--- config.mk ---
export PLATFORM = sky130hd
export DESIGN_NAME = operand_field_decoder
export DESIGN_NICKNAME = d
export VERILOG_FILES = /design/src/rtl/opdec_pkg.sv /design/src/rtl/operand_field_decoder.sv
export SDC_FILE = /design/constraint.sdc
export NUM_CORES = 1
export LEC_CHECK = 0
export BUFFER_PORTS_ARGS = -buffer_cell sky130_fd_sc_hd__buf_2
export CAP_MARGIN = 25
export CORE_MARGIN = 2
export CORE_UTILIZATION = 40
export CTS_CLUSTER_DIAMETER = 30
export DETAILED_ROUTE_END_ITERATION = 8
export SYNTH_ARGS = -nofsm -noshare
export SYNTH_HDL_FRONTEND = slang
export SYNTH_SLANG_ARGS = --single-unit
export TNS_END_PERCENT = 5
--- constraint.sdc ---
create_clock -name CLK_I -period 2.9 [get_ports CLK_I]
set_input_delay 0.29 -clock CLK_I [delete_from_list [all_inputs] [get_ports CLK_I]]
set_output_delay 0.29 -clock CLK_I [all_outputs]
set_load 0.05 [all_outputs]
--- src/rtl/opdec_pkg.sv ---
// constants, field layout and types for the operand field decoder
// assumes one core clock; fetch and datapath sit on the same clock
// Operation
// RQ1: ram select 0 addresses fixed access region, bank register ignored
// RQ2: ram select 1 joins bank register with the 8-bit file address
// RQ3: bit field gives bit 0 to 7 of addressed file register
// RQ4: destination select 0 means working register, 1 means file register
// RQ5: file field is 8-bit address or 2-bit indirect pointer designator
// RQ6: move source is a full 12-bit address, no bank selection
// RQ7: move destination is a full 12-bit address for the write
// RQ8: keep carry, digit carry, zero, overflow and negative flags
// RQ9: fast shadow select 1 uses shadow registers on call/return, 0 not
// RQ10: hold 21-bit program table pointer and 8-bit table latch byte
// RQ11: table pointer unchanged, post-inc, post-dec or pre-inc per mode
// RQ12: literal is 8, 12 or 20 bits per instruction format
// RQ13: branch field relative two's complement or absolute address
// RQ14: don't care bits are ignored; generators should emit zero
// RQ15: indexed addressing uses 7-bit source and destination offsets
// RQ16: lone second word of a two-word instruction runs as no-operation
// RQ17: instruction cycle is four clocks; branches and pairs take two
// RQ18: all fields appear together with the class, no extra cycle
package opdec_pkg;
   // ============================================================
   // register map, byte addresses
   localparam logic [7:0] ADR_BANK  = 8'h00;
   localparam logic [7:0] ADR_FLAGS = 8'h04;
   localparam logic [7:0] ADR_TPTR  = 8'h08;
   localparam logic [7:0] ADR_LATCH = 8'h0C;
   localparam logic [7:0] ADR_STAT  = 8'h10;
   // ============================================================
   // field constants
   localparam logic [3:0] NIB_SECOND  = 4'hF;
   localparam logic [3:0] ACC_LO_BANK = 4'h0;
   localparam logic [3:0] ACC_HI_BANK = 4'hF;
   localparam logic [1:0] TM_NONE     = 2'h0;
   localparam logic [1:0] TM_POSTINC  = 2'h1;
   localparam logic [1:0] TM_POSTDEC  = 2'h2;
   localparam logic [1:0] TM_PREINC   = 2'h3;
   localparam logic [1:0] PH_LAST     = 2'h3;
   localparam logic [1:0] CYC_ONE     = 2'h1;
   localparam logic [1:0] CYC_TWO     = 2'h2;
   localparam logic [20:0] TPTR_ONE   = 21'h000001;
   // ============================================================
   // types
   typedef enum logic [3:0] {
      CL_NOP, CL_BYTE, CL_BIT, CL_LIT, CL_BANK, CL_MOVE, CL_BRREL,
      CL_BRABS, CL_RET, CL_TABLE, CL_LFSR, CL_INDEX
   } op_class_t;
   typedef enum logic [2:0] {
      PD_NONE, PD_MOVE, PD_LONG, PD_LFSR, PD_IDX
   } pend_t;
endpackage : opdec_pkg

--- src/rtl/operand_field_decoder.sv ---
// operand field decoder: splits instruction words into datapath fields
// assumes words arrive on the core clock from fetch and an APB master
`timescale 1ns/1ns
`default_nettype none
module operand_field_decoder #(
   parameter logic [7:0] ACCESS_SPLIT = 8'h60
) (
   input  wire logic        CLK_I,
   input  wire logic        RST_B_I,
   input  wire logic        PSEL_I,
   input  wire logic        PENABLE_I,
   input  wire logic        PWRITE_I,
   input  wire logic [7:0]  PADDR_I,
   input  wire logic [31:0] PWDATA_I,
   output logic      [31:0] PRDATA_O,
   output logic             PREADY_O,
   output logic             PSLVERR_O,
   input  wire logic [15:0] INSTR_I,
   input  wire logic        INSTR_VALID_I,
   input  wire logic [4:0]  FLAG_UPD_I,
   input  wire logic [4:0]  FLAG_VAL_I,
   input  wire logic        LATCH_WE_I,
   input  wire logic [7:0]  LATCH_D_I,
   output logic             DEC_VALID_O,
   output logic      [3:0]  OP_CLASS_O,
   output logic      [11:0] DATA_ADDR_O,
   output logic             DEST_FILE_O,
   output logic      [2:0]  BIT_INDEX_O,
   output logic      [1:0]  PTR_SEL_O,
   output logic      [11:0] MOVE_SRC_O,
   output logic      [11:0] MOVE_DST_O,
   output logic      [19:0] LITERAL_O,
   output logic      [10:0] BRANCH_OFF_O,
   output logic             FAST_SHADOW_O,
   output logic      [6:0]  SRC_IDX_O,
   output logic      [6:0]  DST_IDX_O,
   output logic      [20:0] TBL_ADDR_O,
   output logic             TBL_WRITE_O,
   output logic      [1:0]  EXEC_CYCLES_O,
   output logic      [4:0]  FLAGS_O,
   output logic      [7:0]  LATCH_O
);
   // ============================================================
   // class of a single word, from the opcode bits only
   function automatic opdec_pkg::op_class_t class_of(input logic [15:0] w);
      opdec_pkg::op_class_t c;
      c = opdec_pkg::CL_BYTE;
      case (w[15:12])
         4'h0: begin
            if (w[11])
               c = opdec_pkg::CL_LIT;
            else if (w[11:8] == 4'h1)
               c = opdec_pkg::CL_BANK;
            else if (w[11:8] != 4'h0)
               c = opdec_pkg::CL_BYTE;
            else if (w[7:3] == 5'h01)
               c = opdec_pkg::CL_TABLE;
            else if (w[7:1] == 7'h08 || w[7:1] == 7'h09)
               c = opdec_pkg::CL_RET;
            else
               c = opdec_pkg::CL_NOP;
         end
         4'h7, 4'h8, 4'h9, 4'hA, 4'hB: c = opdec_pkg::CL_BIT;
         4'hC: c = opdec_pkg::CL_MOVE;
         4'hD: c = opdec_pkg::CL_BRREL;
         4'hE: begin
            if (!w[11])
               c = opdec_pkg::CL_BRREL;
            else if (w[10:9] == 2'h2)
               c = opdec_pkg::CL_BRABS;
            else if (w[10:8] == 3'h6)
               c = opdec_pkg::CL_LFSR;
            else if (w[10:8] == 3'h7)
               c = opdec_pkg::CL_BRABS;
            else if (w[10:8] == 3'h3)
               c = opdec_pkg::CL_INDEX;
            else
               c = opdec_pkg::CL_LIT;
         end
         4'hF: c = opdec_pkg::CL_NOP;
         default: c = opdec_pkg::CL_BYTE;
      endcase
      return c;
   endfunction : class_of

   // ============================================================
   // state
   logic [1:0]  phase_q;
   logic [3:0]  bank_q;
   logic [4:0]  flags_q;
   logic [20:0] tptr_q;
   logic [7:0]  latch_q;
   logic [15:0] first_q;
   opdec_pkg::pend_t pend_q;
   opdec_pkg::pend_t pend_d;

   // ============================================================
   // instruction cycle: one decode slot every four clocks
   wire ph_last  = (phase_q == opdec_pkg::PH_LAST);
   wire dec_fire = ph_last & INSTR_VALID_I;
   wire [3:0] nib = INSTR_I[15:12];
   opdec_pkg::op_class_t cls;
   assign cls = class_of(INSTR_I);
   // a word with the second-word prefix only completes a pending pair
   wire is_second = (nib == opdec_pkg::NIB_SECOND);
   wire completes = is_second & (pend_q != opdec_pkg::PD_NONE);

   // next pair state; a first word of a pair raises no valid yet
   always_comb begin
      pend_d = opdec_pkg::PD_NONE;
      if (!completes) begin
         case (cls)
            opdec_pkg::CL_MOVE:  pend_d = opdec_pkg::PD_MOVE;
            opdec_pkg::CL_BRABS: pend_d = opdec_pkg::PD_LONG;
            opdec_pkg::CL_LFSR:  pend_d = opdec_pkg::PD_LFSR;
            opdec_pkg::CL_INDEX: pend_d = opdec_pkg::PD_IDX;
            default:             pend_d = opdec_pkg::PD_NONE;
         endcase
      end
   end
   wire starts_pair = (pend_d != opdec_pkg::PD_NONE);

   // ============================================================
   // field extraction; bits outside the fields are never looked at
   // RQ14 dont care ignored
   wire [7:0] f_fld = INSTR_I[7:0];
   // RQ1 access region
   wire [3:0] acc_bank = (f_fld < ACCESS_SPLIT) ?
                         opdec_pkg::ACC_LO_BANK : opdec_pkg::ACC_HI_BANK;
   // RQ2 banked address
   wire [3:0] use_bank = INSTR_I[8] ? bank_q : acc_bank;
   wire [11:0] file_adr = {use_bank, f_fld};
   wire cls_file = (cls == opdec_pkg::CL_BYTE) | (cls == opdec_pkg::CL_BIT);

   // RQ13 relative offset, short form sign extended to eleven bits
   wire [10:0] rel_off = (nib == 4'hD) ? INSTR_I[10:0] :
                         {{3{INSTR_I[7]}}, INSTR_I[7:0]};
   // RQ9 shadow select sits in bit 8 for call, bit 0 for return
   wire shadow = (cls == opdec_pkg::CL_RET) ? INSTR_I[0] :
                 (cls == opdec_pkg::CL_BRABS) & ~INSTR_I[8] ? 1'b0 :
                 (cls == opdec_pkg::CL_BRABS) & INSTR_I[9] & ~INSTR_I[8] ?
                 1'b0 : INSTR_I[8] & ~INSTR_I[9];

   // RQ11 table pointer mode
   wire [1:0] tmode = INSTR_I[1:0];
   wire tbl_op = dec_fire & (cls == opdec_pkg::CL_TABLE) & ~completes;
   wire [20:0] tptr_inc = tptr_q + opdec_pkg::TPTR_ONE;
   wire [20:0] tptr_dec = tptr_q - opdec_pkg::TPTR_ONE;
   wire [20:0] tptr_hw  = (tmode == opdec_pkg::TM_POSTINC) ? tptr_inc :
                          (tmode == opdec_pkg::TM_POSTDEC) ? tptr_dec :
                          (tmode == opdec_pkg::TM_PREINC)  ? tptr_inc :
                          tptr_q;
   wire [20:0] tbl_adr  = (tmode == opdec_pkg::TM_PREINC) ? tptr_inc : tptr_q;

   // ============================================================
   // APB decode; zero wait state, unmapped reads zero with an error
   wire apb_setup = PSEL_I & ~PENABLE_I;
   wire apb_wr    = PSEL_I & PENABLE_I & PWRITE_I & PREADY_O;
   wire hit_bank  = (PADDR_I == opdec_pkg::ADR_BANK);
   wire hit_flags = (PADDR_I == opdec_pkg::ADR_FLAGS);
   wire hit_tptr  = (PADDR_I == opdec_pkg::ADR_TPTR);
   wire hit_latch = (PADDR_I == opdec_pkg::ADR_LATCH);
   wire hit_stat  = (PADDR_I == opdec_pkg::ADR_STAT);
   wire hit_any   = hit_bank | hit_flags | hit_tptr | hit_latch | hit_stat;
   wire [31:0] rd_mux = hit_bank  ? {28'h0000000, bank_q} :
                        hit_flags ? {27'h0000000, flags_q} :
                        hit_tptr  ? {11'h000, tptr_q} :
                        hit_latch ? {24'h000000, latch_q} :
                        hit_stat  ? {25'h0000000, pend_q, OP_CLASS_O} :
                        32'h00000000;

   // bus answer registered in the setup cycle, so it stands in access
   always_ff @(posedge CLK_I) begin
      if (!RST_B_I) begin
         PREADY_O  <= 1'b0;
         PSLVERR_O <= 1'b0;
         PRDATA_O  <= 32'h00000000;
      end else begin
         PREADY_O  <= apb_setup;
         PSLVERR_O <= apb_setup & ~hit_any;
         PRDATA_O  <= (apb_setup & ~PWRITE_I) ? rd_mux : 32'h00000000;
      end
   end

   // ============================================================
   // bank register: software or a bank literal instruction loads it
   always_ff @(posedge CLK_I) begin
      if (!RST_B_I)
         bank_q <= 4'h0;
      else if (dec_fire & ~completes & (cls == opdec_pkg::CL_BANK))
         bank_q <= INSTR_I[3:0];
      else if (apb_wr & hit_bank)
         bank_q <= PWDATA_I[3:0];
   end

   // RQ8 status flags, datapath update wins per bit over software
   wire [4:0] flags_sw = (apb_wr & hit_flags) ? PWDATA_I[4:0] : flags_q;
   always_ff @(posedge CLK_I) begin
      if (!RST_B_I)
         flags_q <= 5'h00;
      else
         flags_q <= (flags_sw & ~FLAG_UPD_I) | (FLAG_VAL_I & FLAG_UPD_I);
   end

   // RQ10 table pointer and latch; the table instruction and LATCH_WE_I win over software
   always_ff @(posedge CLK_I) begin
      if (!RST_B_I) begin
         tptr_q  <= 21'h000000;
         latch_q <= 8'h00;
      end else begin
         if (tbl_op)
            tptr_q <= tptr_hw;
         else if (apb_wr & hit_tptr)
            tptr_q <= PWDATA_I[20:0];
         if (LATCH_WE_I)
            latch_q <= LATCH_D_I;
         else if (apb_wr & hit_latch)
            latch_q <= PWDATA_I[7:0];
      end
   end

   // RQ17 four clock phases per instruction cycle
   always_ff @(posedge CLK_I) begin
      if (!RST_B_I)
         phase_q <= 2'h0;
      else
         phase_q <= phase_q + 2'h1;
   end

   // pair bookkeeping; a stray word resets the pair to a new start
   always_ff @(posedge CLK_I) begin
      if (!RST_B_I) begin
         pend_q  <= opdec_pkg::PD_NONE;
         first_q <= 16'h0000;
      end else if (dec_fire) begin
         pend_q  <= pend_d;
         first_q <= INSTR_I;
      end
   end

   // ============================================================
   // output register: every field loads at the same edge as the class
   // RQ18 fields with class
   always_ff @(posedge CLK_I) begin
      if (!RST_B_I) begin
         DEC_VALID_O   <= 1'b0;
         OP_CLASS_O    <= 4'h0;
         DATA_ADDR_O   <= 12'h000;
         DEST_FILE_O   <= 1'b0;
         BIT_INDEX_O   <= 3'h0;
         PTR_SEL_O     <= 2'h0;
         MOVE_SRC_O    <= 12'h000;
         MOVE_DST_O    <= 12'h000;
         LITERAL_O     <= 20'h00000;
         BRANCH_OFF_O  <= 11'h000;
         FAST_SHADOW_O <= 1'b0;
         SRC_IDX_O     <= 7'h00;
         DST_IDX_O     <= 7'h00;
         TBL_ADDR_O    <= 21'h000000;
         TBL_WRITE_O   <= 1'b0;
         EXEC_CYCLES_O <= 2'h0;
      end else if (dec_fire & completes) begin
         DEC_VALID_O   <= 1'b1;
         OP_CLASS_O    <= class_of(first_q);
         EXEC_CYCLES_O <= opdec_pkg::CYC_TWO;
         // RQ6 move source full address
         MOVE_SRC_O    <= first_q[11:0];
         // RQ7 move destination full address
         MOVE_DST_O    <= INSTR_I[11:0];
         // RQ12 twenty or twelve bit literal
         LITERAL_O     <= (pend_q == opdec_pkg::PD_LFSR) ?
                          {8'h00, first_q[3:0], INSTR_I[7:0]} :
                          {INSTR_I[11:0], first_q[7:0]};
         // RQ5 pointer designator
         PTR_SEL_O     <= first_q[5:4];
         // RQ15 index offsets
         SRC_IDX_O     <= first_q[6:0];
         DST_IDX_O     <= INSTR_I[6:0];
         FAST_SHADOW_O <= (class_of(first_q) == opdec_pkg::CL_BRABS) &
                          ~first_q[9] & first_q[8];
      end else if (dec_fire & ~starts_pair) begin
         DEC_VALID_O   <= 1'b1;
         // RQ16 lone second word
         OP_CLASS_O    <= is_second ? opdec_pkg::CL_NOP : cls;
         // RQ5 eight bit file address
         DATA_ADDR_O   <= cls_file ? file_adr : 12'h000;
         // RQ4 destination select
         DEST_FILE_O   <= INSTR_I[9];
         // RQ3 bit number
         BIT_INDEX_O   <= INSTR_I[11:9];
         // RQ12 eight bit literal
         LITERAL_O     <= {12'h000, INSTR_I[7:0]};
         // RQ13 relative displacement
         BRANCH_OFF_O  <= rel_off;
         // RQ9 shadow select
         FAST_SHADOW_O <= (cls == opdec_pkg::CL_RET) & shadow;
         TBL_ADDR_O    <= (cls == opdec_pkg::CL_TABLE) ? tbl_adr : TBL_ADDR_O;
         TBL_WRITE_O   <= (cls == opdec_pkg::CL_TABLE) & INSTR_I[2];
         // RQ17 program counter change costs a second cycle
         EXEC_CYCLES_O <= (cls == opdec_pkg::CL_BRREL ||
                           cls == opdec_pkg::CL_RET) ?
                          opdec_pkg::CYC_TWO : opdec_pkg::CYC_ONE;
      end else begin
         DEC_VALID_O   <= 1'b0;
      end
   end

   assign FLAGS_O = flags_q;
   assign LATCH_O = latch_q;

   // ============================================================
   // checks
   wire sgl = dec_fire & ~starts_pair & ~completes;

   AST_ACCESS_REGION: assert property (@(posedge CLK_I) disable iff (!RST_B_I) // RQ1
      sgl && cls_file && !INSTR_I[8] |=> DATA_ADDR_O[11:8] ==
      (($past(INSTR_I[7:0]) < ACCESS_SPLIT) ? 4'h0 : 4'hF))
      else $error("access region address wrong");
   AST_BANKED: assert property (@(posedge CLK_I) disable iff (!RST_B_I) // RQ2
      sgl && cls_file && INSTR_I[8] |=> DATA_ADDR_O == {$past(bank_q), $past(INSTR_I[7:0])})
      else $error("banked address wrong");
   AST_BIT_INDEX: assert property (@(posedge CLK_I) disable iff (!RST_B_I) // RQ3
      sgl && cls == opdec_pkg::CL_BIT |=> BIT_INDEX_O == $past(INSTR_I[11:9]))
      else $error("bit index wrong");
   AST_DEST: assert property (@(posedge CLK_I) disable iff (!RST_B_I) // RQ4
      sgl && cls == opdec_pkg::CL_BYTE |=> DEST_FILE_O == $past(INSTR_I[9]))
      else $error("destination select wrong");
   AST_MOVE_PAIR: assert property (@(posedge CLK_I) disable iff (!RST_B_I) // RQ7
      dec_fire && completes && pend_q == opdec_pkg::PD_MOVE |=>
      DEC_VALID_O && MOVE_DST_O == $past(INSTR_I[11:0]) && MOVE_SRC_O == $past(first_q[11:0]))
      else $error("move addresses wrong");
   AST_TBL_POSTINC: assert property (@(posedge CLK_I) disable iff (!RST_B_I) // RQ11
      tbl_op && tmode == opdec_pkg::TM_POSTINC |=> tptr_q == $past(tptr_q) + 21'h000001
      && TBL_ADDR_O == $past(tptr_q))
      else $error("table post increment wrong");
   AST_LONE_SECOND: assert property (@(posedge CLK_I) disable iff (!RST_B_I) // RQ16
      dec_fire && is_second && pend_q == opdec_pkg::PD_NONE |=> OP_CLASS_O == 4'h0)
      else $error("lone second word not a no-operation");
   AST_CYCLE_GAP: assert property (@(posedge CLK_I) disable iff (!RST_B_I) // RQ17
      DEC_VALID_O |=> !DEC_VALID_O [*3])
      else $error("decode slots closer than four clocks");
   AST_SHADOW: assert property (@(posedge CLK_I) disable iff (!RST_B_I) // RQ9
      sgl && cls == opdec_pkg::CL_RET |=> FAST_SHADOW_O == $past(INSTR_I[0]))
      else $error("shadow select wrong");
   AST_APB_READY: assert property (@(posedge CLK_I) disable iff (!RST_B_I)
      apb_setup |=> PREADY_O ##1 !PREADY_O)
      else $error("bus answer not in access cycle");
endmodule : operand_field_decoder
`default_nettype wire

==> summary.md <==
| Metric | Value |
|---|---|
| CTS tree | built |
| Leakage | 0.00427 uW |
| Layout Utilization | 49.6% |
| Max Slew Vio Count | 0 |
| Critical-path cell list | or4b_4 -> or4_1 -> nor4_1 -> nor3b_1 -> nor3_1 -> o21ai_1 -> a31oi_1 |
| Area taken by multi-input logic gates | 0.00442 mm2 |
| Power Dens Cells | 513 mW/mm2 |
| Congestion Overflow GR | 0 |
| Inserted Clock Buffers | 17 |
| Worst Hold Class | in2reg |
| Max cap viols | 0 |
| Tmin final | 2.57 ns |
| Die Ht | 151 um |
| Post-synth EDFFs | 0 |
| Mapped Area | 0.00869 mm2 |
| Post_cts resized | 0 |
| Unrepaired setup endpoints after global routing | false |
| Area delta synth->final | 20.6% |
| First-pass GRT wire length | 41,400 um |
| Initial antenna violation count | 1 |
| Slowest-stage cell, CP | or4b_4 |
| WP data required | 3.19 ns |
| Effective utilization at floorplan | 41.1% |
| Setup TNS | 0 ns |
| Syn avg cell area | 8.05 um2 |
| Filler Cell Count | 2,161 |
| Synth Warn # | 0 |
| Setup violators final | 0 |
| Mapped Cells | 1,080 |
| Hpwl dp | 19,100 um |
| I/O Buffers | 222 |
| Detailed Route WL | 26,800 um |
| Post-CTS Setup Inserts | 0 |
| Register area share after synthesis | 41.9% |
| Ports | 245 |
| Max Fclk | 389 MHz |
| DR pass1 iterations | 5 |
| Post-synth top area share | 41.9% |
| CTS max path bufs | 2 |
| Worst Path Arrival | 2.87 ns |
| Critical setup path kind | reg2reg |
| Die area | 0.0229 mm2 |
| Top cells by area, synth | dfxtp_1 (42%), nand2_1 (6.8%), a21oi_1 (5.3%) |
| Worst path max stage delay | 0.58 ns |
| Worst Skew | 0.0174 ns |
| # diodes | 0 |
| Synth Flop Type | dfxtp_1 |
| Core ar. | 0.0212 mm2 |
| Clk_lat worst skew | 0.45 ns |
| Post-Place Worst Slack | 0.259 ns |
| Startpoint Class | flip-flop |
| Hold Violations, Final | 0 |
| Worst vdd ir | 0.000379 V |
| Root Buffer | clkbuf_16 |
| Drc violations | 0 |
| CTS sink count | 182 |
| Share of cells above drive strength 1 | 25.3% |
| Cell variety after synth | 71 |
| DP Cell Count | 1,508 |
| CP max FO | 8 |
| Power Total | 5380 uW |
| Clk slew on worst S/H paths | 0.07 ns |
| Final Cycle Share | 88.7% |
| Starting DRT DRC Count | 520 |
| Vias | 8,397 |
| Post-route setup slack | 0.328 ns |
| Htree depth | 4 |
| GPL Wtd Cong | 0.850 |
| Area occupied by registers | 0.00364 mm2 |
| Critical path capture point type | flip-flop |
| Vias per inst | 5.45 |
| CP top delay family | simple AND/OR/NAND/NOR gates |
| Status | finished clean |
| Post-route insts no fill | 1,540 |
| Cell taking the most area after synthesis | dfxtp_1 |
| CP bufs+invs | 0 |
| Flops & latches, synth | 182 |
| GRT Total Usage | 23.3% |
| Drt wl/cell | 17.4 um |
| Number of global-route vias before repair | 7,693 |
| Largest net degree at the start of global routing | 73 |
| Least-Margin Pin Slew | 0.824 ns |
| Post-synth ARST share | 0% |
| Row count | 53 |
| Cts hold-fix bufs | 0 |
| Nets | 1,336 |
| Die X | 151 um |
| Worst slew margin | 45.1% |
| ANT nets after route | 0 |
cells in the mapped netlist, drive strengths merged, types with 7 or more instances:
master,instances
nor4,11
nand2,157
dfxtp,182
and3,11
nand3,53
buf,58
a22oi,7
clkbuf,55
nor2,92
a311oi,11
or3,10
and2,18
a31oi,11
o22ai,15
a21oi,92
xor2,12
nand2b,8
xnor2,10
nand4,14
inv,20
mux2i,22
nor3,34
a211oi,44
o21ai,63
nand3b,7
logic make-up after synthesis:
| kind of cell | synth area share, % |
|---|---|
| flip-flops | 41.9 |
| XOR/XNOR | 2.22 |
| buffers and inverters | 7.83 |
| AO/OA/AOI/OAI | 20.8 |
| multiplexers | 2.66 |
| adder cells (fa/ha/maj) | 0.432 |
| AND/OR/NAND/NOR | 24.2 |
| other | 0.0431 |
final cells by class:
type,count,area share (%)
tap,275,3.28
multi-input combinational,774,42.2
sequential,182,34.8
clock buffer,18,4.19
clock inverter,14,1.46
timing repair buffer,256,13.4
inverter,21,0.764
state kept, by name (all words and copies together), names as in the netlist, 2 cells and up, named ones only:
signal         count
OP_CLASS_O         4
phase_q            2
EXEC_CYCLES_O      2
TBL_ADDR_O        21
LATCH_O            8
BRANCH_OFF_O      11
pend_q             3
DATA_ADDR_O       12
LITERAL_O         20
PRDATA_O          21
MOVE_DST_O        12
tptr_q            21
BIT_INDEX_O        3
MOVE_SRC_O        11
first_q           16
bank_q             4
per-layer routing:
metal	vias to the layer above	share of wire (%)	wire (um)	track usage (%)
met5	-	0.048	13	0
met4	2	1.4	364	6.07
met3	26	6.7	1800	6.11
met2	241	49	13200	40.2
met1	3989	42	11400	28.8
li1	4139	-	-	-
metrics by stage:
stage                     instance area [um2]  hold slack (ns)
after floorplan                          8730            0.399
after global placement                   9890            0.410
after detailed placement                 9890            0.418
after CTS                               10500           0.0829
after global routing                    10500           0.0985
final                                   10500           0.0924
report_power, final:
group	total [uW]	switching, uW	internal [uW]
sequential	2560	28.8	2530
combinational	489	350	139
clock	2330	1150	1180
total	5380	1530	3850
worst register-to-register path, delay by kind of cell, from the launching register on:
| family | cells | cell delay (ns) |
|---|---|---|
| flops | 1 | 0.41 |
| compound gates | 2 | 0.20 |
| simple gates | 5 | 1.81 |
final timing paths:
kind	from	end	slack [ns]	cells past startpoint
worst max-delay path	tptr_q[0]$_SDFFE_PN0P_	tptr_q[17]$_SDFFE_PN0P_	0.33	7
worst min-delay path	FLAG_UPD_I[0]	flip-flop	0.09	3
worst max register to register	tptr_q[0]$_SDFFE_PN0P_	tptr_q[17]$_SDFFE_PN0P_	0.33	7
worst min register to register	phase_q[0]$_SDFF_PN0_	phase_q[0]$_SDFF_PN0_	0.43	1
cells in the final DEF (no fill, tap or decap), drive strengths merged, types with 4 or more instances in the layout:
master / n
buf: 256
dfxtp: 182
nand2: 157
a21oi: 92
nor2: 92
o21ai: 63
nand3: 53
a211oi: 44
nor3: 34
inv: 28
mux2i: 22
and2: 18
clkbuf: 18
o22ai: 15
nand4: 14
xor2: 12
and3: 11
a31oi: 11
a311oi: 11
conb: 11
nor4: 11
xnor2: 10
or3: 10
nand2b: 8
a22oi: 7
nand3b: 7
nor3b: 6
o31ai: 6
or4: 5
clkinv: 5
o221ai: 4
(Power assumes the default switching activity.)
